### config.mk
export PLATFORM = sky130hd
export DESIGN_NAME = fsims_bank
export DESIGN_NICKNAME = d
export VERILOG_FILES = /design/src/fsims_pkg.sv /design/src/fsims_tick.sv /design/src/fsims_bank.sv
export VERILOG_INCLUDE_DIRS = /design/src
export SDC_FILE = /design/constraint.sdc
export NUM_CORES = 1
export LEC_CHECK = 0
export ABC_AREA = 0
export BUFFER_PORTS_ARGS = -buffer_cell sky130_fd_sc_hd__buf_2
export CORE_MARGIN = 10
export CORE_UTILIZATION = 25
export CTS_BUF_LIST = sky130_fd_sc_hd__clkbuf_16
export CTS_CLUSTER_SIZE = 16
export DETAILED_ROUTE_END_ITERATION = 8
export GPL_ROUTABILITY_DRIVEN = 1
export PLACE_DENSITY_LB_ADDON = 0.15
export SLEW_MARGIN = 20
export SYNTH_ARGS = -nofsm -noshare
export SYNTH_HDL_FRONTEND = slang
export SYNTH_SLANG_ARGS = --single-unit
export TNS_END_PERCENT = 5
### constraint.sdc
create_clock -name clk_sys -period 2.4 [get_ports clk_sys]
set_clock_uncertainty 0.15 [all_clocks]
set_input_delay 0.48 -clock clk_sys [delete_from_list [all_inputs] [get_ports clk_sys]]
set_output_delay 0.48 -clock clk_sys [all_outputs]
set_load 0.01 [all_outputs]
### src/fsims_regs.svh
/*
 * register offsets, field positions, reset values and timing figures of the
 * fail-safe interrupt inhibit and fail-safe state registers.
 * assumes: included by bare name from the package and the design modules.
 */
`ifndef FSIMS_REGS_SVH
`define FSIMS_REGS_SVH

// ------------------------------------------------------------
// register selectors on the word access port
// ------------------------------------------------------------
`define FSIMS_ADDR_W             6
`define FSIMS_ADDR_INHIBIT       6'h16
`define FSIMS_ADDR_STATE         6'h17
`define FSIMS_DATA_W             24

// ------------------------------------------------------------
// interrupt inhibit fields (source index 0 = bit 8 .. 9 = bit 17)
// ------------------------------------------------------------
`define FSIMS_INH_LSB            8
`define FSIMS_INH_MSB            17
`define FSIMS_NUM_SRC            10
`define FSIMS_INH_RESET          10'h000

// ------------------------------------------------------------
// fail-safe state fields
// ------------------------------------------------------------
`define FSIMS_LEAVE_DBG_BIT      22
`define FSIMS_DBG_ACTIVE_BIT     21
`define FSIMS_FUSE_CRC_BIT       19
`define FSIMS_INIT_MISMATCH_BIT  16
`define FSIMS_STATE_LSB          8
`define FSIMS_STATE_MSB          12
`define FSIMS_CODE_INIT          5'h06
`define FSIMS_CODE_WAIT_ST2      5'h07
`define FSIMS_CODE_ST2           5'h08
`define FSIMS_CODE_ASSERT_SAFE   5'h09
`define FSIMS_CODE_NORMAL        5'h0a

// ------------------------------------------------------------
// timing
// ------------------------------------------------------------
`define FSIMS_CLK_HZ             25000000
`define FSIMS_FUSE_CHECK_MS      5

`endif

### src/fsims_pkg.sv
/*
 * types of the fail-safe interrupt inhibit and state register bank.
 * assumes: fsims_regs.svh is on the include path.
 */
package fsims_pkg;
`include "fsims_regs.svh"

    // fail-safe state machine codes as reported in the state register
    typedef enum logic [4:0] {
        FSIMS_SAFETY_INIT_STATE        = `FSIMS_CODE_INIT,
        FSIMS_AWAIT_SELFTEST2_STATE    = `FSIMS_CODE_WAIT_ST2,
        FSIMS_SELFTEST2_STATE          = `FSIMS_CODE_ST2,
        FSIMS_ASSERT_SAFE_OUTPUT_STATE = `FSIMS_CODE_ASSERT_SAFE,
        FSIMS_SAFETY_NORMAL_STATE      = `FSIMS_CODE_NORMAL
    } fsims_state_t;

    typedef logic [`FSIMS_NUM_SRC-1:0] fsims_src_t;

endpackage

### src/fsims_tick.sv
/*
 * periodic one-cycle enable that paces the fuse configuration crc check.
 * assumes: one clock, synchronous active-low reset.
 */
`timescale 1ns/100ps

module fsims_tick #(
    parameter int unsigned PERIOD = 125000
) (
    // clock and reset
    input  wire logic clk_sys,
    input  wire logic nrst,
    // periodic enable
    output logic      tick
);
    import fsims_pkg::*;

    localparam int unsigned CW = (PERIOD > 1) ? $clog2(PERIOD) : 1;
    localparam logic [CW-1:0] LAST = CW'(PERIOD - 1);

    logic [CW-1:0] cnt_r;
    logic          tick_r;
    wire           wrap = (cnt_r == LAST);

    always_ff @(posedge clk_sys) begin
        if (!nrst) begin
            cnt_r  <= '0;
            tick_r <= 1'b0;
        end else begin
            cnt_r  <= wrap ? '0 : cnt_r + 1'b1;
            tick_r <= wrap;
        end
    end

    assign tick = tick_r;

endmodule

### src/fsims_bank.sv
/*
 * fail-safe interrupt inhibit register and fail-safe state register, with
 * event gating onto the active-low interrupt output, debug exit, fuse crc
 * and init shadow corruption flags, and the state code readback.
 * assumes: word accesses come from the fail-safe serial frame decoder on
 * clk_sys; event sources and the fail-safe state machine are on clk_sys;
 * the error monitor and fault inputs are pins from outside.
 */
// Behaviour
// RULE1: inhibit bit 17 decides whether fourth voltage monitor events may drive the interrupt low.
// RULE2: inhibit bit 16 decides whether third voltage monitor events may drive the interrupt low.
// RULE3: inhibit bits 15 and 14 gate second and first voltage monitor events.
// RULE4: inhibit bits 13 and 12 gate io supply and core supply monitor events.
// RULE5: inhibit bit 11 gates bad watchdog refresh events.
// RULE6: inhibit bits 10, 9 and 8 gate error pin, second and first fault input events.
// RULE7: an inhibit bit at 0 lets its source interrupt, at 1 it blocks it, and all clear at reset.
// RULE8: writing 1 to bit 22 leaves debug mode, 0 does nothing, and bit 21 shows live debug state.
// RULE9: the fuse configuration is crc checked every 5 ms and bit 19 is set on error.
// RULE10: init registers are compared against their inverted shadow always and bit 16 is set on mismatch.
// RULE11: both corruption flags clear at reset and clear on a write of 1, a write of 0 keeps them.
// RULE12: bits 12 to 8 read the current fail-safe state code, 00110 after reset.
// RULE13: software writes zero to reserved and read-only positions and ignores reserved reads.
// RULE14: the interrupt goes low only for unmasked events, while every event still reaches status.
`timescale 1ns/100ps
`include "fsims_regs.svh"

module fsims_bank #(
    parameter int unsigned INIT_BITS      = 16,
    parameter int unsigned FUSE_CHECK_CYC = (`FSIMS_FUSE_CHECK_MS * (`FSIMS_CLK_HZ / 1000))
) (
    // clock and reset
    input  wire logic                          clk_sys,
    input  wire logic                          nrst,
    // register word access
    input  wire logic                          reg_wr_en,
    input  wire logic                          reg_rd_en,
    input  wire logic [`FSIMS_ADDR_W-1:0]      reg_addr,
    input  wire logic [`FSIMS_DATA_W-1:0]      reg_wdata,
    output logic      [`FSIMS_DATA_W-1:0]      reg_rdata,
    output logic                               reg_rd_valid,
    output logic                               reg_addr_err,
    // same-clock event pulses
    input  wire logic [3:0]                    monitor_event,
    input  wire logic                          io_supply_event,
    input  wire logic                          core_supply_event,
    input  wire logic                          bad_refresh_event,
    // pins from outside
    input  wire logic                          error_monitor_pin,
    input  wire logic                          fault_input_1,
    input  wire logic                          fault_input_2,
    // debug mode and state machine
    input  wire logic                          debug_entry,
    input  wire fsims_pkg::fsims_state_t       safety_state_code,
    // fuse crc checker
    input  wire logic                          fuse_check_done,
    input  wire logic                          fuse_check_bad,
    // init registers and inverted shadows
    input  wire logic [INIT_BITS-1:0]          init_cfg,
    input  wire logic [INIT_BITS-1:0]          init_cfg_inv,
    // outputs
    output logic                               interrupt_out_n,
    output fsims_pkg::fsims_src_t              event_seen,
    output logic                               fuse_check_start,
    output logic                               debug_active_flag
);
    import fsims_pkg::*;

    // ------------------------------------------------------------
    // pin synchronisers and edge detection
    // ------------------------------------------------------------
    logic [2:0] pin_meta_r;
    logic [2:0] pin_sync_r;
    logic [2:0] pin_prev_r;
    wire  [2:0] pin_raw  = {error_monitor_pin, fault_input_2, fault_input_1};
    wire  [2:0] pin_rise = pin_sync_r & ~pin_prev_r;

    always_ff @(posedge clk_sys) begin
        if (!nrst) begin
            pin_meta_r <= 3'h0;
            pin_sync_r <= 3'h0;
            pin_prev_r <= 3'h0;
        end else begin
            pin_meta_r <= pin_raw;
            pin_sync_r <= pin_meta_r;
            pin_prev_r <= pin_sync_r;
        end
    end

    // ------------------------------------------------------------
    // access decode
    // ------------------------------------------------------------
    wire sel_inh   = (reg_addr == `FSIMS_ADDR_INHIBIT);
    wire sel_state = (reg_addr == `FSIMS_ADDR_STATE);
    wire wr_inh    = reg_wr_en & sel_inh;
    wire wr_state  = reg_wr_en & sel_state;
    wire acc_bad   = (reg_wr_en | reg_rd_en) & ~sel_inh & ~sel_state;

    // ------------------------------------------------------------
    // interrupt inhibit register and event gating
    // ------------------------------------------------------------
    fsims_src_t inh_r;
    fsims_src_t inh_nxt;
    fsims_src_t ev_all;
    fsims_src_t ev_pass;
    logic       int_n_r;
    fsims_src_t seen_r;

    // only bits 17..8 are stored; reserved writes are dropped
    assign inh_nxt = wr_inh ? reg_wdata[`FSIMS_INH_MSB:`FSIMS_INH_LSB] : inh_r;
    assign ev_all  = {monitor_event, io_supply_event, core_supply_event, bad_refresh_event, pin_rise};

    genvar gi;
    generate
        for (gi = 0; gi < `FSIMS_NUM_SRC; gi++) begin : g_gate
            // a set inhibit bit blocks its source; 0 lets it through (see RULE7)
            assign ev_pass[gi] = ev_all[gi] & ~inh_r[gi]; // see RULE1 see RULE2 see RULE3 see RULE4 see RULE5 see RULE6
        end
    endgenerate

    always_ff @(posedge clk_sys) begin
        if (!nrst) begin
            inh_r   <= `FSIMS_INH_RESET; // see RULE7
            int_n_r <= 1'b1;
            seen_r  <= '0;
        end else begin
            inh_r   <= inh_nxt;
            int_n_r <= ~(|ev_pass); // see RULE14
            seen_r  <= ev_all; // see RULE14
        end
    end

    // ------------------------------------------------------------
    // debug mode
    // ------------------------------------------------------------
    logic dbg_r;
    logic dbg_nxt;
    wire  leave_debug_request = wr_state & reg_wdata[`FSIMS_LEAVE_DBG_BIT];

    // entry in the same cycle as an exit request wins
    assign dbg_nxt = debug_entry | (dbg_r & ~leave_debug_request); // see RULE8

    always_ff @(posedge clk_sys) begin
        if (!nrst) begin
            dbg_r <= 1'b0;
        end else begin
            dbg_r <= dbg_nxt;
        end
    end

    // ------------------------------------------------------------
    // fuse crc pacing and corruption flags
    // ------------------------------------------------------------
    logic check_tick;
    logic start_r;
    logic fuse_err_r;
    logic fuse_err_nxt;
    logic mism_r;
    logic mism_nxt;
    logic mism_seen_r;

    fsims_tick #(
        .PERIOD (FUSE_CHECK_CYC)
    ) u_tick (
        .clk_sys (clk_sys),
        .nrst    (nrst),
        .tick    (check_tick)
    );

    wire fuse_set   = fuse_check_done & fuse_check_bad;
    wire fuse_clr   = wr_state & reg_wdata[`FSIMS_FUSE_CRC_BIT];
    wire mism_clr   = wr_state & reg_wdata[`FSIMS_INIT_MISMATCH_BIT];
    wire init_bad   = ~(&(init_cfg ^ init_cfg_inv));

    // set wins over a clear in the same cycle
    assign fuse_err_nxt = fuse_set | (fuse_err_r & ~fuse_clr); // see RULE9 see RULE11
    assign mism_nxt     = mism_seen_r | (mism_r & ~mism_clr); // see RULE10 see RULE11

    always_ff @(posedge clk_sys) begin
        if (!nrst) begin
            start_r     <= 1'b0;
            fuse_err_r  <= 1'b0;
            mism_seen_r <= 1'b0;
            mism_r      <= 1'b0;
        end else begin
            start_r     <= check_tick; // see RULE9
            fuse_err_r  <= fuse_err_nxt;
            mism_seen_r <= init_bad; // see RULE10
            mism_r      <= mism_nxt;
        end
    end

    // ------------------------------------------------------------
    // state code and readback
    // ------------------------------------------------------------
    fsims_state_t state_r;
    logic [`FSIMS_DATA_W-1:0] rdata_r;
    logic                     rd_valid_r;
    logic                     addr_err_r;
    logic [`FSIMS_DATA_W-1:0] inh_word;
    logic [`FSIMS_DATA_W-1:0] state_word;
    logic [`FSIMS_DATA_W-1:0] rd_word;

    // reserved positions read as zero
    assign inh_word   = {6'h00, inh_r, 8'h00};
    assign state_word = {2'h0, dbg_r, 1'b0, fuse_err_r, 2'h0, mism_r, 3'h0, state_r, 8'h00}; // see RULE8 see RULE12
    assign rd_word    = sel_inh ? inh_word : (sel_state ? state_word : 24'h00_0000);

    always_ff @(posedge clk_sys) begin
        if (!nrst) begin
            state_r    <= FSIMS_SAFETY_INIT_STATE; // see RULE12
            rdata_r    <= 24'h00_0000;
            rd_valid_r <= 1'b0;
            addr_err_r <= 1'b0;
        end else begin
            state_r    <= safety_state_code; // see RULE12
            rdata_r    <= reg_rd_en ? rd_word : rdata_r;
            rd_valid_r <= reg_rd_en;
            addr_err_r <= acc_bad;
        end
    end

    assign reg_rdata         = rdata_r;
    assign reg_rd_valid      = rd_valid_r;
    assign reg_addr_err      = addr_err_r;
    assign interrupt_out_n   = int_n_r;
    assign event_seen        = seen_r;
    assign fuse_check_start  = start_r;
    assign debug_active_flag = dbg_r;
endmodule

==> results by group, run 1 <==
Status
  • Status: finished clean

Logic synthesis
  • Top cells by area, synth: dfxtp_1, xnor2_1, o21ai_0
  • Synth warnings: 0
  • Post-synthesis register bit count: 72
  • Yosys cell types: 40
  • Mapped Area: 0.00290 mm^2
  • Cells after Synth: 317
  • Synth area leader: dfxtp_1
  • Register area share after synthesis: between 40% and 50%
  • Synthesized area per cell: ~9 um^2
  • Share of the synthesized area in the top cell type: slightly below 50%

Clock tree
  • Total number of H-tree levels: 3
  • Cts hold-fix bufs: 0
  • Clk sinks: a little over 70
  • Setup repair bufs after CTS: 0
  • Clock slew at reported path FFs: 0.06 ns
  • Post-CTS sizing: 0
  • CTS tree: built
  • Num CTS Buffers: 9
  • Clk buf depth: 2
  • Root Driver: clkbuf_16
  • Worst skew pair latency: 0.33 ns

Global routing
  • Global-route usage over all layers: 9.42%
  • Congestion Overflow GR: 0
  • First-pass GRT wire length: 12300 um
  • Antenna violations before repair: 0
  • Largest net degree at the start of global routing: 27
  • Number of global-route vias before repair: 2411

Final layout
  • Layout area overhead: 32.5%
  • Ant diodes: 0
  • Area occupied by registers: 0.00144 mm^2
  • Most frequent cells in the layout: buf_2, dfxtp_1, nand2_1, nor2_1, xnor2_1
  • Share of cells above drive strength 1: 30.4%
  • # fillers: 1218
  • Area occupied by multi-input gates: 0.00131 mm^2
  • Final Util: 33.8%
  • Leading cell type in the layout, fill and taps excluded: buf_2
  • Layout Nets: 505
  • Design area: about 0.0038 mm^2

Placement
  • Hpwl dp: 6020 um
  • # port buffers: 98
  • GP Congestion: 0.740
  • Placed Area: 0.00352 mm^2
  • Worst slack at placement: 0.459 ns

Critical path
  • Reg2reg setup slack: 0.47 ns
  • Worst r2r path cells: 6
  • CP max stage cell: or4_4
  • CP Data Required Time: 2.47 ns
  • CP Class: register to register
  • Critical Path End Type: register
  • Startpoint types: register
  • CP arrival: 1.99 ns
  • Crit path cell chain: ha_1 -> nand3_2 -> or4_4 -> o31ai_4 -> buf_4 -> nor2_1
  • Crit path largest cell delay: a little over 0.5 ns
  • R2r endpoint: u_tick.cnt_r[14]$_SDFF_PP0_
  • Worst Path Max Fanout: 17
  • Worst r2r src: u_tick.cnt_r[0]$_SDFF_PP0_

Floorplan
  • Core area: 0.0114 mm^2
  • Chip height: around 130 um
  • Num ports: 123
  • Initial core utilization: 25.5%
  • Die ar.: around 0.016 mm^2
  • Site Rows: 39
  • Die span in x: 128 um

Route
  • Vias: 2405
  • Initial DRC count: slightly above 100
  • DR DRC count: 0
  • DR pass1 iterations: 4
  • Final ANT Viol Nets: 0
  • Wirelength per Cell: 13.8 um
  • Final WL: 7820 um
  • Detail-routed via count per cell: 4.23

Worst hold path
  • Min-Delay Path Depth: 2
  • Hold Crit Class: input pin to register
  • Min-delay src: reg_wdata[22]
  • Hold EP: debug_active_flag$_SDFF_PN0_

STA
  • Tcrit/Tclk final: 80.3%
  • Final critical-path required period: a little under 2 ns
  • Final Hold Vio Count: 0
  • Worst Slack Setup Final: 0.472 ns
  • Setup TNS: 0 ns
  • Final setup fails: 0
  • Fin. max-slew vios: 0
  • RSZ-0062 raised after global routing: no
  • Fmax achieved: 519 MHz

Power and ir drop
  • Pwr Density: 746 mW/mm^2
  • Total Power: 2870 uW
  • Worst VDD drop: 295 uV
  • LEAKAGE: 0.00161 uW

Flow run
  • Max-Cap Viols: 0
==> cells in the mapped netlist (all sizes together) <==
master  count
dfxtp      72
nand2      28
nor2       28
xnor2      27
o21ai      23
nand3      19
and2       16
buf        14
inv        12
clkbuf     10
nor4        9
a21oi       7
nand2b      7
nand3b      5
mux2i       4
nand4       4
nor3        4
nor2b       3
a31oi       2
mux2        2
o22ai       2
or3         2
or4         2
xor2        2
a22oi       1
a311oi      1
a41oi       1
and3        1
conb        1
ha          1
nand4b      1
nor3b       1
nor4b       1
nor4bb      1
o221ai      1
o31ai       1
o41ai       1
==> routing by layer <==
layer | global-route usage, % | wire length (um)
met5 | 0 | 0
met4 | 3.58 | 83
met3 | 3.47 | 425
met2 | 15.3 | 3810
met1 | 11.1 | 3500
==> worst max-delay path: cells and delay by family, from the launching register on <==
family | cells | cell delay [ns]
simple gates | 3 | 0.69
compound gates | 1 | 0.18
fa+ha+maj | 1 | 0.20
buf+inv | 1 | 0.24
flops | 1 | 0.35
==> where the power goes <==
group / internal (uW) / total, uW / switching [uW]
Clock: 909 / 1420 / 513
Combinational: 104 / 208 / 104
Sequential: 1230 / 1240 / 10.8
==> worst max path at each step <==
stage / startpoint / end / slack (ns) / cells past startpoint
CTS: u_tick.cnt_r[0]$_SDFF_PP0_ / u_tick.cnt_r[14]$_SDFF_PP0_ / 0.44 / 6
detailed placement: u_tick.cnt_r[0]$_SDFF_PP0_ / u_tick.cnt_r[14]$_SDFF_PP0_ / 0.46 / 6
finish: u_tick.cnt_r[0]$_SDFF_PP0_ / u_tick.cnt_r[14]$_SDFF_PP0_ / 0.47 / 6
floorplan: u_tick.cnt_r[0]$_SDFF_PP0_ / u_tick.cnt_r[14]$_SDFF_PP0_ / 0.44 / 6
global placement: reg_addr[3] / fuse_err_r$_SDFF_PN0_ / 0.47 / 5
global route: u_tick.cnt_r[0]$_SDFF_PP0_ / u_tick.cnt_r[13]$_SDFF_PP0_ / 0.33 / 6
==> stage by stage <==
step / hold slack, ns / cells
2_1_floorplan: 0.243 / 328
3_3_place_gp: 0.261 / 552
3_5_place_dp: 0.267 / 552
4_1_cts: 0.172 / 568
5_1_grt: 0.175 / 568
6_report: 0.191 / 568
==> logic make-up (layout without fill, tap and decap cells) <==
kind of cell               Yosys count  in the layout  share of synthesized area [%]
AOI/OAI and AO/OA                   40             40                           8.24
DFF                                 72             72                           49.7
muxes                                6              6                           2.16
and+or+nand+nor                    132            132                           24.1
other                                1             12                          0.129
buffers and inverters               36            133                           6.47
xor gates and xnor gates            29             29                           8.76
adders and majority gates            1              1                          0.432
==> sequential cells by signal (all words and copies together) (netlist names) <==
signal,flops
pin_sync_r,3
state_r,5
u_tick.tick,1
inh_r,10
pin_prev_r,3
mism_seen_r,1
mism_r,1
u_tick.cnt_r,17
fuse_err_r,1
pin_meta_r,3
reg_addr_err,1
debug_active_flag,1
fuse_check_start,1
reg_rd_valid,1
event_seen,10
interrupt_out_n,1
reg_rdata,12
==> layout make-up <==
| type | count | area share (%) |
|---|---|---|
| Inverter | 12 | 1.17 |
| Clock buffer | 9 | 5.86 |
| Timing Repair Buffer | 105 | 14.1 |
| Tap cell | 143 | 4.66 |
| Multi-Input combinational cell | 220 | 34.1 |
| Sequential cell | 72 | 37.5 |
| Clock inverter | 7 | 2.51 |
(Power assumes the default switching activity.)
==> run 2, diff against run 1 <==
Clock period 2.4 ns to 1.6 ns, I/O delays scaled along.
==> run 2 against run 1 <==
The run now ends with negative setup slack left; critical path depth unchanged; design area up 6.1%; power up 51%; worst hold slack worse by 0.17 ns; largest cell class unchanged; via count up 1.8%; worst setup slack worse by 0.64 ns; combinational power up 61%; global-route usage up 0.089 points; die area unchanged; clock power up 51%; clock-buffer cell count unchanged.
==> results by group, run 2 (synthesis gave the netlist of run 1 again) <==
Route
  • Final WL: 8070 um (+3.1%)
  • Detail-routed via count per cell: 4.12 (-2.7%)
  • DR DRC count: 0 (unchanged)
  • Initial DRC count: 93 (-9.7%)
  • Vias: 2448 (+1.8%)
  • Final ANT Viol Nets: 0 (unchanged)
  • DR pass1 iterations: 4 (unchanged)
  • Wirelength per Cell: 13.6 um (-1.4%)

Critical path
  • CP Class: register to register
  • Crit path cell chain: ha_4 -> nand3_4 -> or4_4 -> o31ai_4 -> buf_4 -> nor2_1
  • Startpoint types: register
  • CP arrival: 1.83 ns (-0.16 ns)
  • CP max stage cell: or4_4
  • CP Data Required Time: 1.66 ns (-0.81 ns)
  • Worst Path Max Fanout: 6 (-11)
  • Critical Path End Type: register
  • Crit path largest cell delay: 0.45 ns (-0.06 ns)

STA
  • Fin. max-slew vios: 0 (unchanged)
  • Setup TNS: -2.67 ns (-2.67 ns)
  • Final critical-path required period: 1.77 ns (-0.158 ns)
  • Fin Hold WS: 0.0261 ns (-0.165 ns)
  • Final Hold Vio Count: 0 (unchanged)
  • Fmax achieved: 565 MHz (+8.9%)
  • RSZ-0062 raised after global routing: yes
  • Final setup fails: 17 (+17)
  • Worst Slack Setup Final: -0.170 ns (-0.642 ns)
  • Tcrit/Tclk final: 111% (+30 points)

Placement
  • # port buffers: 98 (unchanged)
  • Hpwl dp: 6350 um (+5.6%)
  • Worst slack at placement: -0.209 ns (-0.668 ns)
  • GP Congestion: 0.756 (+2.2%)

Clock tree
  • Clk buf depth: 2 (unchanged)
  • Cts hold-fix bufs: 0 (unchanged)
  • Root Driver: clkbuf_16
  • Clk sinks: 72 (unchanged)
  • Total number of H-tree levels: 3 (unchanged)
  • Num CTS Buffers: 9 (unchanged)
  • Setup repair bufs after CTS: 0 (unchanged)
  • Worst skew pair latency: 0.32 ns (about the same)
  • CTS tree: built
  • Clock slew at reported path FFs: 0.06 ns (about the same)

Power and ir drop
  • Worst VDD drop: 499 uV (+69%)
  • Pwr Density: 1060 mW/mm^2 (+42%)
  • Clock share of power: 49.3% (-0.3 points)
  • Sw Ratio: 22.0% (+0.067 points)
  • Power share of the sequential group: 42.9% (-0.3 points)
  • Sw Pwr: 952 uW (+52%)
  • P_int: 3380 uW (+51%)
  • LEAKAGE: 0.00175 uW (+8.8%)
  • Logic pwr share: 7.7% (+0.4 points)

Global routing
  • First-pass GRT wire length: 12700 um (+2.9%)
  • Number of global-route vias before repair: 2603 (+8.0%)
  • Global-route usage over all layers: 9.50% (+0.089 points)
  • GR Layer Usage met2: 16.8% (+1.5 points)
  • Antenna violations before repair: 0 (unchanged)
  • Routing usage on met3: 3.06% (-0.41 points)
  • GR peak layer: met2
  • GRT met1 Usage: 10.6% (-0.53 points)
  • Congestion Overflow GR: 0 (unchanged)
  • Largest net degree at the start of global routing: 42 (+56%)

Final layout
  • Share of cells above drive strength 1: 34.8% (+4.5 points)
  • Layout area overhead: 40.6%
  • Largest reg by FF count: u_tick.cnt_r
  • Leading cell type in the layout, fill and taps excluded: buf_2
  • Final Util: 35.9% (+2.1 points)
  • Largest register FFs: 17 (unchanged)
  • Layout Nets: 531 (+5.1%)
  • Most frequent cells in the layout: buf_2, dfxtp_1, buf_4, nand2_1, nor2_1
  • Ant diodes: 0 (unchanged)

Flow run
  • Max-Cap Viols: 0 (unchanged)

Floorplan
  • Die ar.: 0.0163 mm^2 (unchanged)
  • Core area: 0.0114 mm^2 (unchanged)
  • Site Rows: 39 (unchanged)
  • Chip height: 128 um (unchanged)
  • Die span in x: 128 um (unchanged)
  • Num ports: 123 (unchanged)
  • Initial core utilization: 25.5% (unchanged)

Worst hold path
  • Hold Crit Class: input pin to register

Status
  • Status: finished with violations
  • Violated checks: negative setup slack
run 2: cell count changes in the layout (fill, tap and decap cells not counted), moves of 2 or more:
cell        delta
buf_4         +24
clkinv_4       +2
clkinvlp_4     -2
dfxtp_1        -2
dfxtp_2        +2
run 2: final timing paths:
kind	startpoint	end	slack, ns	cells after the start
setup / recovery	u_tick.cnt_r[1]$_SDFF_PP0_	u_tick.cnt_r[14]$_SDFF_PP0_	-0.17	6
hold reg to reg	pin_prev_r[2]$_SDFF_PN0_	event_seen[2]$_SDFF_PN0_	0.27	1
setup reg to reg	u_tick.cnt_r[1]$_SDFF_PP0_	u_tick.cnt_r[14]$_SDFF_PP0_	-0.17	6
hold / removal	reg_wdata[22]	debug_active_flag$_SDFF_PN0_	0.03	2
run 2: layer usage:
metal / up-vias / wire length, um
met1: 1097 / 3470
li1: 1298 / -
met4: 0 / 67
met2: 47 / 4100
met5: - / 0
met3: 6 / 427
run 2: final cells by class:
class | count | area, um^2
flip-flops and latches | 72 | 1440
well taps | 143 | 179
clock inverters | 7 | 97.6
fillers | 1210 | 7290
repair buffers | 131 | 754
clock buffers | 9 | 225
inverters | 12 | 45.0
multi-input cells | 220 | 1330
run 2: repair_timing:
item,in CTS,in global routing
gates resized for setup,2,2
cloned,0,1
pin swaps,1,1
setup endpoints to repair,17,17
endpoints found under the hold margin,0,0
run 2: power by group through the flow:
stage	clock (uW)	combinational, uW	sequential, uW
global placement	0	331	1900
detailed placement	0	336	1900
floorplan	0	176	1910
finish	2140	335	1860
global route	2280	375	1860
CTS	2200	339	1860
run 2: stage by stage:
step                cell area (um^2)  instances  total power [uW]
CTS                             4070        593              4400
detailed placement              3730        577              2230
global route                    4080        594              4520
finish                          4080        594              4330
floorplan                       2960        328              2080
global placement                3730        577              2230
run 2: worst max-delay path: cells and delay by family (launching register included):
kind	cells	cell delay, ns
adders and majority gates	1	0.15
and+or+nand+nor	3	0.56
DFF	1	0.35
buffers and inverters	1	0.20
AOI/OAI and AO/OA	1	0.25
==> run 3, diff against run 2 <==
--- a/config.mk
+++ b/config.mk
@@ -16,4 +16,5 @@
 export GPL_ROUTABILITY_DRIVEN = 1
 export PLACE_DENSITY_LB_ADDON = 0.15
+export SKIP_LAST_GASP = 1
 export SLEW_MARGIN = 20
 export SYNTH_ARGS = -nofsm -noshare
==> constraint.sdc (replaced) <==
create_clock -name clk_sys -period 1.6 [get_ports clk_sys]
set_clock_uncertainty 0.15 [all_clocks]
set_input_delay 0.16 -clock clk_sys [delete_from_list [all_inputs] [get_ports clk_sys]]
set_output_delay 0.16 -clock clk_sys [all_outputs]
set_load 0.01 [all_outputs]
==> run 3 against run 2 <==
The flow still finishes with violations (negative setup slack); critical endpoint is now u_tick.cnt_r[0]$_SDFF_PP0_; combinational power increased by 17%; worst setup slack got worse by 0.00082 ns; largest power group unchanged; highest routed layer unchanged; clock-buffer cell count unchanged; global-route usage increased by 0.50 points; first-iteration DRC count increased by 22%; critical path type unchanged.
==> results by group, run 3 (synthesis gave the netlist of run 1 again) <==
Route
  • Final WL: 8210 um (+1.8%)
  • Initial DRC count: 113 (+22%)
  • Final ANT Viol Nets: 0 (unchanged)
  • Wirelength per Cell: 13.3 um (-2.1%)
  • DR pass1 iterations: 5 (+1)
  • DR DRC count: 0 (unchanged)
  • Detail-routed via count per cell: 4.15 (+0.79%)
  • Vias: 2567 (+4.9%)

Status
  • Violated checks: negative setup slack
  • Status: finished with violations

Global routing
  • Global-route usage over all layers: 10.0% (+0.50 points)
  • Number of global-route vias before repair: 2643 (+1.5%)
  • Antenna violations before repair: 0 (unchanged)
  • First-pass GRT wire length: 13300 um (+4.7%)
  • Largest net degree at the start of global routing: 35 (-17%)
  • Congestion Overflow GR: 0 (unchanged)

Placement
  • # port buffers: 98 (unchanged)
  • GP Congestion: 0.715 (-5.5%)
  • Placed Area: 0.00370 mm^2 (-0.87%)
  • Worst slack at placement: -0.176 ns (+0.0332 ns)
  • Placed cell count: 571 (-1.0%)
  • Hpwl dp: 6300 um (-0.84%)

Clock tree
  • Num CTS Buffers: 9 (unchanged)
  • CTS tree: built
  • Total number of H-tree levels: 3 (unchanged)
  • Worst skew pair latency: 0.33 ns (about the same)
  • Root Driver: clkbuf_16
  • Post-CTS sizing: 0 (-2)
  • Clk buf depth: 2 (unchanged)
  • Clk sinks: 72 (unchanged)
  • Clock slew at reported path FFs: 0.06 ns (about the same)

STA
  • Final setup fails: 17 (unchanged)
  • Fmax achieved: 565 MHz (about the same)
  • Final critical-path required period: 1.77 ns (+0.000819 ns)
  • Worst Slack Setup Final: -0.171 ns (-0.000819 ns)
  • RSZ-0062 raised after global routing: yes
  • Fin. max-slew vios: 0 (unchanged)
  • Tcrit/Tclk final: 111% (about the same)
  • Final Hold Vio Count: 0 (unchanged)

Final layout
  • Largest register FFs: 17 (unchanged)
  • Leading cell type in the layout, fill and taps excluded: buf_2
  • Most frequent cells in the layout: buf_2, dfxtp_1, dlygate4sd3_1, nand2_1, nor2_1
  • # fillers: 1180 (-2.5%)
  • Final Util: 38.3% (+2.4 points)
  • Share of cells above drive strength 1: 31.4% (-3.4 points)
  • Layout Cells excl Fill: 618 (+4.0%)
  • Layout area overhead: 50.0%
  • Ant diodes: 0 (unchanged)
  • Largest reg by FF count: u_tick.cnt_r
  • Layout Nets: 555 (+4.5%)
  • Design area: 0.00435 mm^2 (+6.7%)

Power and ir drop
  • Pwr Density: 1040 mW/mm^2 (-2.4%)
  • LEAKAGE: 0.00185 uW (+6.1%)
  • Worst VDD drop: 501 uV (+0.46%)

Critical path
  • Critical Path End Type: register
  • CP max stage cell: or4_4
  • Crit path launch: u_tick.cnt_r[1]$_SDFF_PP0_
  • CP arrival: 1.84 ns (about the same)
  • Crit path cell chain: ha_4 -> nand3_2 -> or4_4 -> o31ai_4 -> buf_12 -> nor2_1
  • Worst Path Max Fanout: 17 (+11)
  • CP Class: register to register
  • Crit path largest cell delay: 0.44 ns (about the same)
  • Worst r2r src: u_tick.cnt_r[1]$_SDFF_PP0_
  • Startpoint types: register
  • CP Data Required Time: 1.67 ns (about the same)

Flow run
  • Max-Cap Viols: 0 (unchanged)

Floorplan
  • Num ports: 123 (unchanged)
  • Site Rows: 39 (unchanged)
  • Core area: 0.0114 mm^2 (unchanged)
  • Initial core utilization: 25.5% (unchanged)
  • Die span in x: 128 um (unchanged)
  • Die ar.: 0.0163 mm^2 (unchanged)
  • Chip height: 128 um (unchanged)

Worst hold path
  • Min-delay src: fuse_check_done
  • Hold Crit Class: input pin to register
-- run 3: where the power goes --
group          internal, uW  switching (uW)
clock network          1510             751
logic                   219             171
registers              1840            18.9
-- run 3: critical path, delay by kind of cell, from the launching register on --
family	cells	cell delay [ns]
and+or+nand+nor	3	0.57
DFF	1	0.35
AOI/OAI and AO/OA	1	0.27
buffers and inverters	1	0.18
adders and majority gates	1	0.14
-- run 3: per-stage QoR --
stage | hold WS, ns | power [uW] | TNS [ns]
floorplan | 0.111 | 2080 | -3.01
global placement | 0.208 | 2230 | -2.58
detailed placement | 0.205 | 2230 | -2.87
CTS | 0.0163 | 4580 | -2.95
global route | 0.0324 | 4720 | -4.16
finish | 0.0257 | 4510 | -2.79
-- run 3: layer usage --
| metal | global-route usage [%] | vias up | part of all wire (%) |
|---|---|---|---|
| li1 | - | 1349 | - |
| met1 | 11.8 | 1159 | 43 |
| met2 | 16.4 | 53 | 50 |
| met3 | 3.47 | 6 | 6.1 |
| met4 | 3.77 | 0 | 0.88 |
| met5 | 0 | - | 0 |
-- run 3: cell type report --
class | count | area (um^2) | area share (%)
tap | 143 | 179 | 4.11
timing repair buffer | 155 | 1020 | 23.5
multi-input combinational | 220 | 1320 | 30.4
clock buffer | 9 | 225 | 5.18
sequential | 72 | 1440 | 33.2
clock inverter | 7 | 111 | 2.56
inverter | 12 | 45.0 | 1.04
-- run 3: final timing paths --
check	endpoint	slack, ns	cells past startpoint
max	u_tick.cnt_r[0]$_SDFF_PP0_	-0.17	6
min	fuse_err_r$_SDFF_PN0_	0.03	3
max reg2reg	u_tick.cnt_r[0]$_SDFF_PP0_	-0.17	6
min reg2reg	event_seen[1]$_SDFF_PN0_	0.28	1
-- run 3: timing repair --
item / 4_1_cts / 5_1_grt
endpoints found under the hold margin: 30 / 0
cloned: 0 / 0
endpoints found under the setup margin: 17 / 18
hold buffers: 31 / 0
buffers inserted: 0 / 0
